File: config.mk
export PLATFORM = sky130hd
export DESIGN_NAME = mfs_supervisor
export DESIGN_NICKNAME = d
export VERILOG_FILES = /design/src/rtl/mfs_pkg.sv /design/src/rtl/mfs_supervisor.sv
export SDC_FILE = /design/constraint.sdc
export NUM_CORES = 1
export LEC_CHECK = 0
export ABC_CLOCK_PERIOD_IN_PS = 26600
export BUFFER_PORTS_ARGS = -buffer_cell sky130_fd_sc_hd__buf_4
export CORE_MARGIN = 4
export CORE_UTILIZATION = 40
export DETAILED_ROUTE_END_ITERATION = 10
export PLACE_DENSITY_LB_ADDON = 0.1
export SETUP_SLACK_MARGIN = 0.1
export SLEW_MARGIN = 20
export SYNTH_ARGS = -nofsm -noshare
export SYNTH_HDL_FRONTEND = slang
export SYNTH_SLANG_ARGS = --single-unit
File: constraint.sdc
create_clock -name clk -period 26.6 [get_ports clk]
set_input_delay 1.33 -clock clk [delete_from_list [all_inputs] [get_ports clk]]
set_output_delay 1.33 -clock clk [all_outputs]
set_load 0.005 [all_outputs]
File: src/rtl/mfs_pkg.sv
package mfs_pkg;
    localparam int          CLK_HZ         = 100_000_000;
    // Lock release interval and its cycle count
    localparam int          LOCK_OFF_MS    = 5000;
    localparam int          LOCK_OFF_CYC   = LOCK_OFF_MS * (CLK_HZ / 1000);
    // Output ramp step interval
    localparam int          RAMP_STEP_US   = 20;
    localparam int          RAMP_STEP_CYC  = RAMP_STEP_US * (CLK_HZ / 1_000_000);
    // Supply voltage sampling interval
    localparam int          VCC_SMP_US     = 10;
    localparam int          VCC_SMP_CYC    = VCC_SMP_US * (CLK_HZ / 1_000_000);
    // Serial target address, value is arbitrary
    localparam logic [6:0]  DEV_ADDR       = 7'h2a;

    localparam logic [7:0]  REG_SPD_HI     = 8'h01;
    localparam logic [7:0]  REG_SPD_LO     = 8'h02;
    localparam logic [7:0]  REG_PROT_STAT  = 8'h03;
    localparam logic [7:0]  REG_LOCK_STAT  = 8'h04;
    localparam logic [7:0]  REG_PH_CUR     = 8'h05;
    localparam logic [7:0]  REG_VCC_MEAS   = 8'h06;
    localparam logic [7:0]  REG_MODE_CFG   = 8'h2c;
    localparam logic [7:0]  REG_LOCK_CFG   = 8'h30;

    localparam int          ST_OC_BIT      = 0;
    localparam int          ST_OT_BIT      = 1;
    localparam int          ST_OV_BIT      = 2;
    localparam int          ST_UV_BIT      = 3;
    localparam int          ST_LOCK_BIT    = 5;
    localparam int          MODE_SLEEP_BIT = 2;
    localparam int          LOCK_THR_LSB   = 3;
    localparam logic [7:0]  LOCK_THR_STEP  = 8'h04;

    localparam logic [7:0]  CFG_RST        = 8'h00;

    typedef enum logic [1:0] {
        MFS_SRC_ANALOG,
        MFS_SRC_DUTY,
        MFS_SRC_FREQ,
        MFS_SRC_SERIAL
    } mfs_src_t;
endpackage

File: src/rtl/mfs_supervisor.sv
`timescale 1ns/1ps
// Operation
// RULE1: Thermal trip disables drive until 140C recovery
// RULE2: Over-temperature flag at 0x03 bit 1
// RULE3: Under-voltage lockout 4.5V, release at 4.8V
// RULE4: Under-voltage flag at 0x03 bit 3
// RULE5: Over-voltage lockout 22V, release at 21.5V
// RULE6: Over-voltage flag at 0x03 bit 2
// RULE7: Over-current puts drivers high impedance
// RULE8: Over-current flag at 0x03 bit 0
// RULE9: Lock current limit from 0x30 bits 5:3
// RULE10: Stalled rotor stops drive immediately
// RULE11: Restart automatically after five second wait
// RULE12: Repeat stop-wait cycles while lock persists
// RULE13: Lock flag at 0x04 bit 5
// RULE14: Serial speed command in 0x01, 0x02
// RULE15: Speed from duty, frequency, analog or serial
// RULE16: Duty follows command, ramp and current clamp
// RULE17: Third harmonic, one phase clamped low
// RULE18: Speed indicator toggles with commutation
// RULE19: Fuse parameters loaded at reset, sleep exit
// RULE20: Host register writes override fuse values
// RULE21: Phase current and supply readable serially
// RULE22: Lock threshold 0.4A steps, 0.4 to 3.2A
// RULE23: 0x2c bit 2 picks standby or sleep; code sleeps only with a pin speed source, serial gives standby
// RULE24: Any protection forces outputs off, flags track
module mfs_supervisor #(
    parameter int         LOCK_OFF_CYCLES = mfs_pkg::LOCK_OFF_CYC,
    parameter int         WIN_BITS        = 16,
    parameter logic [6:0] I2C_ADDR        = mfs_pkg::DEV_ADDR
) (
    input  wire logic       clk,
    input  wire logic       rst,
    input  wire logic       scl_in,
    input  wire logic       sda_in,
    output logic            sda_out,
    output logic            sda_oe,
    input  wire logic       speed_pin,
    input  wire logic [7:0] speed_analog,
    input  wire logic       temp_above_trip,
    input  wire logic       temp_below_recover,
    input  wire logic       vcc_below_uv,
    input  wire logic       vcc_above_uv_release,
    input  wire logic       vcc_above_ov,
    input  wire logic       vcc_below_ov_release,
    input  wire logic       overcurrent_det,
    input  wire logic       rotor_stall_det,
    input  wire logic [7:0] phase_current,
    input  wire logic [7:0] vcc_level,
    input  wire logic [7:0] one_time_param_store_mode,
    input  wire logic [7:0] one_time_param_store_lock,
    output logic [2:0]      phase_high_on,
    output logic [2:0]      phase_low_on,
    output logic            commutation_freq_out,
    output logic            stall_current_limit_hit,
    output logic            standby_out,
    output logic            sleep_out
);
    generate
        if (LOCK_OFF_CYCLES < 2 || WIN_BITS < 9 || WIN_BITS > 24) begin : g_chk
            $error("mfs_supervisor: unsupported parameter value");
        end
    endgenerate

    // Pin synchronisers
    localparam int SW = 11;
    logic [SW-1:0] s1_r;
    logic [SW-1:0] s2_r;
    logic          scl_d_r;
    logic          sda_d_r;
    always_ff @(posedge clk or posedge rst) begin
        if (rst) begin
            s1_r    <= 11'h003;
            s2_r    <= 11'h003;
            scl_d_r <= 1'b1;
            sda_d_r <= 1'b1;
        end else begin
            s1_r    <= {rotor_stall_det, overcurrent_det, vcc_below_ov_release, vcc_above_ov,
                        vcc_above_uv_release, vcc_below_uv, temp_below_recover, temp_above_trip,
                        speed_pin, sda_in, scl_in};
            s2_r    <= s1_r;
            scl_d_r <= s2_r[0];
            sda_d_r <= s2_r[1];
        end
    end

    logic scl_s;
    logic sda_s;
    logic spd_s;
    logic stall_s;
    assign scl_s   = s2_r[0];
    assign sda_s   = s2_r[1];
    assign spd_s   = s2_r[2];
    assign stall_s = s2_r[10];

    // Protection states, a trip wins over a release
    logic ot_r;
    logic uv_r;
    logic ov_r;
    logic oc_r;
    always_ff @(posedge clk or posedge rst) begin
        if (rst) begin
            ot_r <= 1'b0;
            uv_r <= 1'b0;
            ov_r <= 1'b0;
            oc_r <= 1'b0;
        end else begin
            if (s2_r[3])
                ot_r <= 1'b1;                              // [RULE1]
            else if (s2_r[4])
                ot_r <= 1'b0;                              // [RULE1]
            if (s2_r[5])
                uv_r <= 1'b1;                              // [RULE3]
            else if (s2_r[6])
                uv_r <= 1'b0;                              // [RULE3]
            if (s2_r[7])
                ov_r <= 1'b1;                              // [RULE5]
            else if (s2_r[8])
                ov_r <= 1'b0;                              // [RULE5]
            oc_r <= s2_r[9];                               // [RULE7] [RULE8]
        end
    end

    // Registers
    logic [7:0] spd_hi_r;
    logic [7:0] spd_lo_r;
    logic [7:0] mode_cfg_r;
    logic [7:0] lock_cfg_r;
    logic [7:0] ph_cur_r;
    logic [7:0] vcc_r;
    logic       load_r;
    logic       wr_en;
    logic [7:0] wr_addr;
    logic [7:0] wr_data;
    logic       wake;

    always_ff @(posedge clk or posedge rst) begin
        if (rst) begin
            load_r <= 1'b1;
        end else begin
            load_r <= wake;                                // [RULE19]
        end
    end

    always_ff @(posedge clk or posedge rst) begin
        if (rst) begin
            spd_hi_r   <= mfs_pkg::CFG_RST;
            spd_lo_r   <= mfs_pkg::CFG_RST;
            mode_cfg_r <= mfs_pkg::CFG_RST;
            lock_cfg_r <= mfs_pkg::CFG_RST;
        end else begin
            if (load_r) begin
                mode_cfg_r <= one_time_param_store_mode;   // [RULE19]
                lock_cfg_r <= one_time_param_store_lock;   // [RULE19]
            end
            if (wr_en) begin
                case (wr_addr)                             // [RULE20]
                    mfs_pkg::REG_SPD_HI:   spd_hi_r   <= wr_data; // [RULE14]
                    mfs_pkg::REG_SPD_LO:   spd_lo_r   <= wr_data; // [RULE14]
                    mfs_pkg::REG_MODE_CFG: mode_cfg_r <= wr_data;
                    mfs_pkg::REG_LOCK_CFG: lock_cfg_r <= wr_data;
                    default: ;
                endcase
            end
        end
    end

    // Measurements: current every cycle, supply periodically
    logic [15:0] vcc_tmr_r;
    always_ff @(posedge clk or posedge rst) begin
        if (rst) begin
            ph_cur_r  <= 8'h00;
            vcc_r     <= 8'h00;
            vcc_tmr_r <= 16'h0000;
        end else begin
            ph_cur_r <= phase_current;                     // [RULE21]
            if (vcc_tmr_r == 16'(mfs_pkg::VCC_SMP_CYC - 1)) begin
                vcc_tmr_r <= 16'h0000;
                vcc_r     <= vcc_level;                    // [RULE21]
            end else begin
                vcc_tmr_r <= vcc_tmr_r + 16'h0001;
            end
        end
    end

    // Speed pin duty and frequency over a fixed window
    logic [WIN_BITS-1:0] win_r;
    logic [WIN_BITS-1:0] hi_cnt_r;
    logic [15:0]         edge_cnt_r;
    logic                spd_d_r;
    logic [7:0]          duty_meas_r;
    logic [7:0]          freq_meas_r;
    always_ff @(posedge clk or posedge rst) begin
        if (rst) begin
            win_r       <= '0;
            hi_cnt_r    <= '0;
            edge_cnt_r  <= 16'h0000;
            spd_d_r     <= 1'b0;
            duty_meas_r <= 8'h00;
            freq_meas_r <= 8'h00;
        end else begin
            spd_d_r <= spd_s;
            win_r   <= win_r + 1'b1;
            if (&win_r) begin
                duty_meas_r <= hi_cnt_r[WIN_BITS-1 -: 8];  // [RULE15]
                freq_meas_r <= (|edge_cnt_r[15:8]) ? 8'hff : edge_cnt_r[7:0]; // [RULE15]
                hi_cnt_r    <= '0;
                edge_cnt_r  <= 16'h0000;
            end else begin
                if (spd_s)
                    hi_cnt_r <= hi_cnt_r + 1'b1;
                if (spd_s && !spd_d_r && !(&edge_cnt_r))
                    edge_cnt_r <= edge_cnt_r + 16'h0001;
            end
        end
    end

    mfs_pkg::mfs_src_t src;
    logic [15:0]       cmd;
    assign src = mfs_pkg::mfs_src_t'(mode_cfg_r[1:0]);
    always_comb begin
        case (src)                                         // [RULE15]
            mfs_pkg::MFS_SRC_ANALOG: cmd = {speed_analog, 8'h00};
            mfs_pkg::MFS_SRC_DUTY:   cmd = {duty_meas_r, 8'h00};
            mfs_pkg::MFS_SRC_FREQ:   cmd = {freq_meas_r, 8'h00};
            mfs_pkg::MFS_SRC_SERIAL: cmd = {spd_hi_r, spd_lo_r}; // [RULE14]
            default:                 cmd = 16'h0000;
        endcase
    end

    // Low power selection on zero command
    logic sleep_r;
    logic pin_src;
    logic zero_cmd;
    assign pin_src  = (src != mfs_pkg::MFS_SRC_SERIAL);
    assign zero_cmd = (cmd == 16'h0000);
    assign wake     = sleep_r && pin_src && !zero_cmd;
    always_ff @(posedge clk or posedge rst) begin
        if (rst) begin
            sleep_r <= 1'b0;
        end else if (wake) begin
            sleep_r <= 1'b0;                               // [RULE19]
        end else if (zero_cmd && pin_src && mode_cfg_r[mfs_pkg::MODE_SLEEP_BIT]) begin
            sleep_r <= 1'b1;                               // [RULE23]
        end
    end
    assign sleep_out   = sleep_r;
    assign standby_out = zero_cmd && !sleep_r;             // [RULE23]

    // Lock current threshold, 0.1 A per current code
    logic [7:0] lock_thr;
    assign lock_thr = 8'({5'h00, lock_cfg_r[mfs_pkg::LOCK_THR_LSB +: 3]} + 8'h01)
                      * mfs_pkg::LOCK_THR_STEP;            // [RULE9] [RULE22]
    assign stall_current_limit_hit = (ph_cur_r >= lock_thr);

    // Rotor lock stop and timed restart
    typedef enum logic {MFS_LK_RUN, MFS_LK_HOLD} mfs_lock_t;
    mfs_lock_t   lk_r;
    logic [31:0] lk_cnt_r;
    logic        drive_en;
    always_ff @(posedge clk or posedge rst) begin
        if (rst) begin
            lk_r     <= MFS_LK_RUN;
            lk_cnt_r <= 32'h0000_0000;
        end else begin
            case (lk_r)
                MFS_LK_RUN: begin
                    lk_cnt_r <= 32'h0000_0000;
                    if (stall_s && drive_en)
                        lk_r <= MFS_LK_HOLD;               // [RULE10] [RULE12]
                end
                MFS_LK_HOLD: begin
                    lk_cnt_r <= lk_cnt_r + 32'h0000_0001;
                    if (lk_cnt_r == 32'(LOCK_OFF_CYCLES - 1))
                        lk_r <= MFS_LK_RUN;                // [RULE11]
                end
                default: lk_r <= MFS_LK_RUN;
            endcase
        end
    end

    logic fault;
    assign fault    = ot_r || uv_r || ov_r || oc_r || (lk_r == MFS_LK_HOLD); // [RULE24]
    assign drive_en = !sleep_r && !zero_cmd && !ot_r && !uv_r && !ov_r && !oc_r;

    // Output duty ramp, clamped by current limit
    logic [7:0]  duty_r;
    logic [15:0] ramp_r;
    always_ff @(posedge clk or posedge rst) begin
        if (rst) begin
            duty_r <= 8'h00;
            ramp_r <= 16'h0000;
        end else if (fault || !drive_en) begin
            duty_r <= 8'h00;
            ramp_r <= 16'h0000;
        end else if (ramp_r == 16'(mfs_pkg::RAMP_STEP_CYC - 1)) begin
            ramp_r <= 16'h0000;
            if (duty_r > cmd[15:8])
                duty_r <= duty_r - 8'h01;                  // [RULE16]
            else if (duty_r < cmd[15:8] && !stall_current_limit_hit)
                duty_r <= duty_r + 8'h01;                  // [RULE16]
        end else begin
            ramp_r <= ramp_r + 16'h0001;
        end
    end

    // Electrical angle and carrier
    logic [15:0] ang_r;
    logic [7:0]  car_r;
    always_ff @(posedge clk or posedge rst) begin
        if (rst) begin
            ang_r <= 16'h0000;
            car_r <= 8'h00;
        end else begin
            car_r <= car_r + 8'h01;
            if (!fault && drive_en)
                ang_r <= ang_r + {8'h00, duty_r};
        end
    end
    assign commutation_freq_out = ang_r[15];               // [RULE18]

    // Triangle shapes minus their minimum give one clamped phase
    logic [7:0] shp [3];
    genvar p;
    generate
        for (p = 0; p < 3; p++) begin : g_shape
            logic [7:0] a;
            assign a      = ang_r[15:8] + 8'(p * 85);
            assign shp[p] = a[7] ? {~a[6:0], 1'b0} : {a[6:0], 1'b0};
        end
    endgenerate

    logic [7:0] mn;
    assign mn = (shp[0] < shp[1]) ? ((shp[0] < shp[2]) ? shp[0] : shp[2])
                                  : ((shp[1] < shp[2]) ? shp[1] : shp[2]); // [RULE17]

    logic [2:0] hi_nxt;
    logic [2:0] lo_nxt;
    generate
        for (p = 0; p < 3; p++) begin : g_pwm
            logic [15:0] lvl;
            assign lvl       = (shp[p] - mn) * duty_r;     // [RULE17]
            assign hi_nxt[p] = !fault && drive_en && (lvl[15:8] > car_r);
            assign lo_nxt[p] = !fault && drive_en && !(lvl[15:8] > car_r);
        end
    endgenerate

    always_ff @(posedge clk or posedge rst) begin
        if (rst) begin
            phase_high_on <= 3'b000;
            phase_low_on  <= 3'b000;
        end else begin
            phase_high_on <= hi_nxt;                       // [RULE7] [RULE24]
            phase_low_on  <= lo_nxt;                       // [RULE7] [RULE24]
        end
    end

    // Serial register port
    typedef enum logic [3:0] {
        MFS_I_IDLE, MFS_I_ADDR, MFS_I_ACKA, MFS_I_PTR, MFS_I_ACKP,
        MFS_I_WDAT, MFS_I_ACKW, MFS_I_RDAT, MFS_I_RACK
    } mfs_i2c_t;
    mfs_i2c_t   ist_r;
    logic [3:0] bit_r;
    logic [7:0] sh_r;
    logic [7:0] tx_r;
    logic [7:0] ptr_r;
    logic       rw_r;
    logic       nack_r;
    logic       scl_rise;
    logic       scl_fall;
    logic       start_c;
    logic       stop_c;
    assign scl_rise = scl_s && !scl_d_r;
    assign scl_fall = !scl_s && scl_d_r;
    assign start_c  = scl_s && scl_d_r && !sda_s && sda_d_r;
    assign stop_c   = scl_s && scl_d_r && sda_s && !sda_d_r;

    function automatic logic [7:0] rd_mux(input logic [7:0] a);
        case (a)
            mfs_pkg::REG_SPD_HI:    rd_mux = spd_hi_r;
            mfs_pkg::REG_SPD_LO:    rd_mux = spd_lo_r;
            mfs_pkg::REG_PROT_STAT: rd_mux = {4'h0, uv_r, ov_r, ot_r, oc_r}; // [RULE2] [RULE4] [RULE6] [RULE8]
            mfs_pkg::REG_LOCK_STAT: rd_mux = 8'((lk_r == MFS_LK_HOLD) << mfs_pkg::ST_LOCK_BIT); // [RULE13]
            mfs_pkg::REG_PH_CUR:    rd_mux = ph_cur_r;     // [RULE21]
            mfs_pkg::REG_VCC_MEAS:  rd_mux = vcc_r;        // [RULE21]
            mfs_pkg::REG_MODE_CFG:  rd_mux = mode_cfg_r;
            mfs_pkg::REG_LOCK_CFG:  rd_mux = lock_cfg_r;
            default:                rd_mux = 8'h00;
        endcase
    endfunction

    assign wr_en   = scl_fall && (ist_r == MFS_I_WDAT) && (bit_r == 4'd8);
    assign wr_addr = ptr_r;
    assign wr_data = sh_r;
    assign sda_out = 1'b0;
    assign sda_oe  = (ist_r == MFS_I_ACKA) || (ist_r == MFS_I_ACKP) || (ist_r == MFS_I_ACKW)
                     || ((ist_r == MFS_I_RDAT) && !tx_r[7]);

    always_ff @(posedge clk or posedge rst) begin
        if (rst) begin
            ist_r  <= MFS_I_IDLE;
            bit_r  <= 4'd0;
            sh_r   <= 8'h00;
            tx_r   <= 8'hff;
            ptr_r  <= 8'h00;
            rw_r   <= 1'b0;
            nack_r <= 1'b1;
        end else if (stop_c || sleep_r) begin
            ist_r <= MFS_I_IDLE;                           // [RULE23]
            tx_r  <= 8'hff;
        end else if (start_c) begin
            ist_r <= MFS_I_ADDR;
            bit_r <= 4'd0;
            tx_r  <= 8'hff;
        end else if (scl_rise) begin
            if (ist_r == MFS_I_ADDR || ist_r == MFS_I_PTR || ist_r == MFS_I_WDAT) begin
                sh_r  <= {sh_r[6:0], sda_s};
                bit_r <= bit_r + 4'd1;
            end else if (ist_r == MFS_I_RACK) begin
                nack_r <= sda_s;
            end
        end else if (scl_fall) begin
            case (ist_r)
                MFS_I_ADDR: if (bit_r == 4'd8) begin
                    rw_r  <= sh_r[0];
                    ist_r <= (sh_r[7:1] == I2C_ADDR) ? MFS_I_ACKA : MFS_I_IDLE;
                end
                MFS_I_ACKA: begin
                    bit_r <= 4'd0;
                    if (rw_r) begin
                        tx_r  <= rd_mux(ptr_r);
                        ist_r <= MFS_I_RDAT;
                    end else begin
                        ist_r <= MFS_I_PTR;
                    end
                end
                MFS_I_PTR: if (bit_r == 4'd8) begin
                    ptr_r <= sh_r;
                    ist_r <= MFS_I_ACKP;
                end
                MFS_I_ACKP, MFS_I_ACKW: begin
                    if (ist_r == MFS_I_ACKW)
                        ptr_r <= ptr_r + 8'h01;
                    bit_r <= 4'd0;
                    ist_r <= MFS_I_WDAT;
                end
                MFS_I_WDAT: if (bit_r == 4'd8)
                    ist_r <= MFS_I_ACKW;
                MFS_I_RDAT: begin
                    if (bit_r == 4'd7) begin
                        tx_r  <= 8'hff;
                        ist_r <= MFS_I_RACK;
                    end else begin
                        tx_r  <= {tx_r[6:0], 1'b1};
                        bit_r <= bit_r + 4'd1;
                    end
                end
                MFS_I_RACK: begin
                    if (nack_r) begin
                        ist_r <= MFS_I_IDLE;
                    end else begin
                        ptr_r <= ptr_r + 8'h01;
                        tx_r  <= rd_mux(ptr_r + 8'h01);
                        bit_r <= 4'd0;
                        ist_r <= MFS_I_RDAT;
                    end
                end
                default: ist_r <= MFS_I_IDLE;
            endcase
        end
    end
endmodule

==> impl_results.md <==
- RR Startpoint: ang_r[9]
- Number of cells on the worst hold path: 0
- Initial core utilization: 40.7%
- Setup TNS: 0 ns
- Pwr Density: 35.1 nW/um2
- Routed WL: 60.5 mm
- Worst Path Buf+Inv: 3
- Post-Synthesis Mean Instance Area: 9.11 um2
- Post-CTS Hold Buffers: 0
- Syn Inst Count: 2,650
- Synth cell types: 95
- Final period util: roughly 46%
- CP top delay family: compound AO/OA/AOI/OAI gates
- Multi-input logic area: 15,500 um2
- Final design utilization: 44.5%
- CP max stage cell: dfrtp_1
- Share of the yosys chip area belonging to registers: approximately 29%
- Global-route wire length before repair: 101 mm
- Critical Path RT: 27.05 ns
- # rows: 89
- PostCTS Resize Cnt: 0
- Setup bufs post-CTS: 0
- Initial DRC count: 1,147
- Crit path max fanout: 15
- WS Path Type: register to register
- Hold path startpoint: s1_r[10]
- Die Wd: 254 um
- Grt total ovfl: 0
- Clock sink count: between 200 and 300
- Root Buffer: clkbuf_16
- #FFs+latches synth: 280
- Ant. Diodes: 0
- Residual DRC: 0
- Comb power frac: slightly above 4%
- Clock Skews: 0.0172 ns
- Leakage: around 13 nW
- H-Tree Depth: 1
- Pin count of the biggest net entering global routing: 156
- Post-synthesis net count: 3,019
- Final ANT Viol Nets: 0
- FF-to-FF path depth: 46
- Reg power frac: 48.7%
- Core area: 59,400 um2
- Synthesis-to-layout area growth: 9.31%
- Sw Share: between 20 and 25%
- Die Y: 254 um
- Top_reg_cell synth: dfrtp_1
- Die area: 64,300 um2
- Fmax: 0.0809 GHz
- Post-route non-filler standard cell count: 3,461
- NetSw: 0.212 mW
- Max Buffers Root-to-Sink: 3
- Fillcell total: 5,788
- Slew @ Worst Pin: 1.08 ns
- RSZ-0062 raised after global routing: false
- CTS tree: yes
- Layout net count: 3,034
- DP Area: 25,300 um2
- Dpl hpwl: 45.5 mm
- Via density: 5.36
- Clk pwr share: 47.2%
- Worst Hold Path EP: s2_r[10]
- Clk slew on worst S/H paths: ~0.060 ns
- CP endpoint kind: register
- Crit start category: register
- Final Slew Violations: 0
- Clk Latency, worst-skew pair: 0.58 ns
- Vias: 18.6k
- Synth async-reset ratio: 100%
- CTS Buf Count: 31
- Post-synth EDFFs: 0
- Placed cell count: 3,405
- DR pass1 iterations: 5
- GRT Overall Usage: 19.0%
- Crit path time final: about 12 ns
- Final Hold Fails: 0
- WL/cell: 17.5 um
- Ports: between 60 and 70
- CP max stage delay: 0.66 ns
- Outcome: finished clean
- Crit path from: ang_r[9]
- Final non-filler cell area: roughly 26,000 um2
- Synth Warn #: 0
- Layout cells sized above 1: a little under a tenth
- Register area: 7030 um2
- Worst slew margin: 28.2%
- HP Class: register to register
- Reg2Reg Setup Slack: 14.25 ns
- Cell mode on critical path: a21oi_1
- MaxCap Viol Count: 0
- Most common cell after layout, fill and taps aside: inv_1
- VDD IR max: around 0.044 mV
- Setup-failing EPs final: 0
- Hold slack: ~0.35 ns
- Most frequent cells in the layout: inv_1, dfrtp_1, nand2_1
- Vias in the first global route: between 15k and 20k
- Worst r2r dst: phase_high_on[1]
- PortBufs: 63
- Internal power: 0.714 mW
- Crit path DAT: ~13 ns
- Initial antenna violation count: 0
- Syn Std Cell Area: roughly 24,000 um2
- Gpl congestion: 0.944
routing by layer:
layer / vias to the layer above / GRT usage, % / wire [um]
li1: 8957 / - / -
met1: 9169 / 25.5 / 27400
met2: 341 / 33.1 / 29500
met3: 101 / 1.66 / 1750
met4: 0 / 5.63 / 1920
met5: - / 0 / 0
power groups by stage:
stage                     Sequential [mW]  Combinational [mW]  Clock, mW
final                               0.451              0.0382      0.437
after global routing                0.453              0.0453      0.472
after CTS                           0.451              0.0396      0.453
after detailed placement            0.458              0.0395          0
after global placement              0.458              0.0388          0
after floorplan                     0.455              0.0262          0
worst max path at each step:
stage                             to  slack, ns  depth (start not counted)
finish              phase_high_on[1]      14.25                         46
global route        phase_high_on[1]      13.23                         46
CTS                 phase_high_on[1]      14.33                         46
detailed placement  phase_high_on[1]      14.39                         46
global placement    phase_high_on[1]      14.66                         46
floorplan           phase_high_on[1]      16.55                         49
metrics by stage:
step                      setup WS [ns]  power (mW)
final                             14.25       0.927
after global routing              13.23       0.970
after CTS                         14.33       0.944
after detailed placement          14.39       0.498
after global placement            14.66       0.497
after floorplan                   16.55       0.481
cells in the mapped netlist, drive strengths merged, types with 6 or more instances:
cell type  number  share of area [%]
nor3           35               0.77
nand3b          6               0.19
nor2b          48                1.2
o21a           15               0.47
a21boi         12               0.37
clkbuf         75                1.2
nor2          209                3.3
o21ai          91                1.9
dfrtp         264                 27
a311oi         11               0.40
o22ai          13               0.36
fa            146                 12
nand2         245                3.8
o31ai           9               0.34
o2111ai        12               0.46
mux2           48                2.2
nor4b           6               0.22
o21bai         13               0.40
a222oi         15               0.62
nand4          32               0.83
xor2           83                3.0
buf            28               0.68
o221ai          7               0.25
a21o           27               0.84
a221oi         10               0.36
xnor2         134                4.9
nand2b         25               0.65
inv           311                4.8
nor4bb          9               0.37
a22oi          20               0.68
nor4           22               0.57
and2          111                2.9
mux4            8               0.75
or3            21               0.54
a21oi         117                2.4
ha            170                8.8
mux2i          41                1.7
a31oi           6               0.16
nand3          61                1.3
dfstp          16                1.7
and3           27               0.70
or2             8               0.21
o211ai         10               0.31
a211oi         17               0.60
logic make-up after synthesis:
| group | count (synthesis) | synth area share, % |
|---|---|---|
| compound gates | 430 | 12.1 |
| xor+xnor | 217 | 7.90 |
| fa+ha+maj | 320 | 21.1 |
| buf+inv | 416 | 6.71 |
| flops | 280 | 29.1 |
| mux | 97 | 4.70 |
| other cells | 1 | 0.0155 |
| simple gates | 889 | 18.4 |
worst register-to-register path, delay by kind of cell, from the launching register on:
| kind | cells | cell delay, ns |
|---|---|---|
| AOI/OAI and AO/OA | 23 | 4.80 |
| xor gates and xnor gates | 5 | 1.73 |
| adders and majority gates | 10 | 3.62 |
| buffers and inverters | 3 | 0.39 |
| DFF | 1 | 0.66 |
| muxes | 1 | 0.49 |
| and+or+nand+nor | 4 | 0.49 |
flip-flops by register name, summed over array words and instances, names as in the netlist, 16 cells and up:
name	count
ramp_r	16
vcc_tmr_r	16
win_r	16
hi_cnt_r	16
edge_cnt_r	16
ang_r	16
lk_cnt_r	32
area by class of cell:
cell class	count	share of cell area (%)
Clock buffer	45	3.48
Clock inverter	11	0.512
Inverter	313	4.48
Multi-Input combinational cell	1954	58.8
Sequential cell	280	26.6
Tap cell	773	3.67
Timing Repair Buffer	85	2.47
Note: power is estimated with default switching activity, not from simulation.
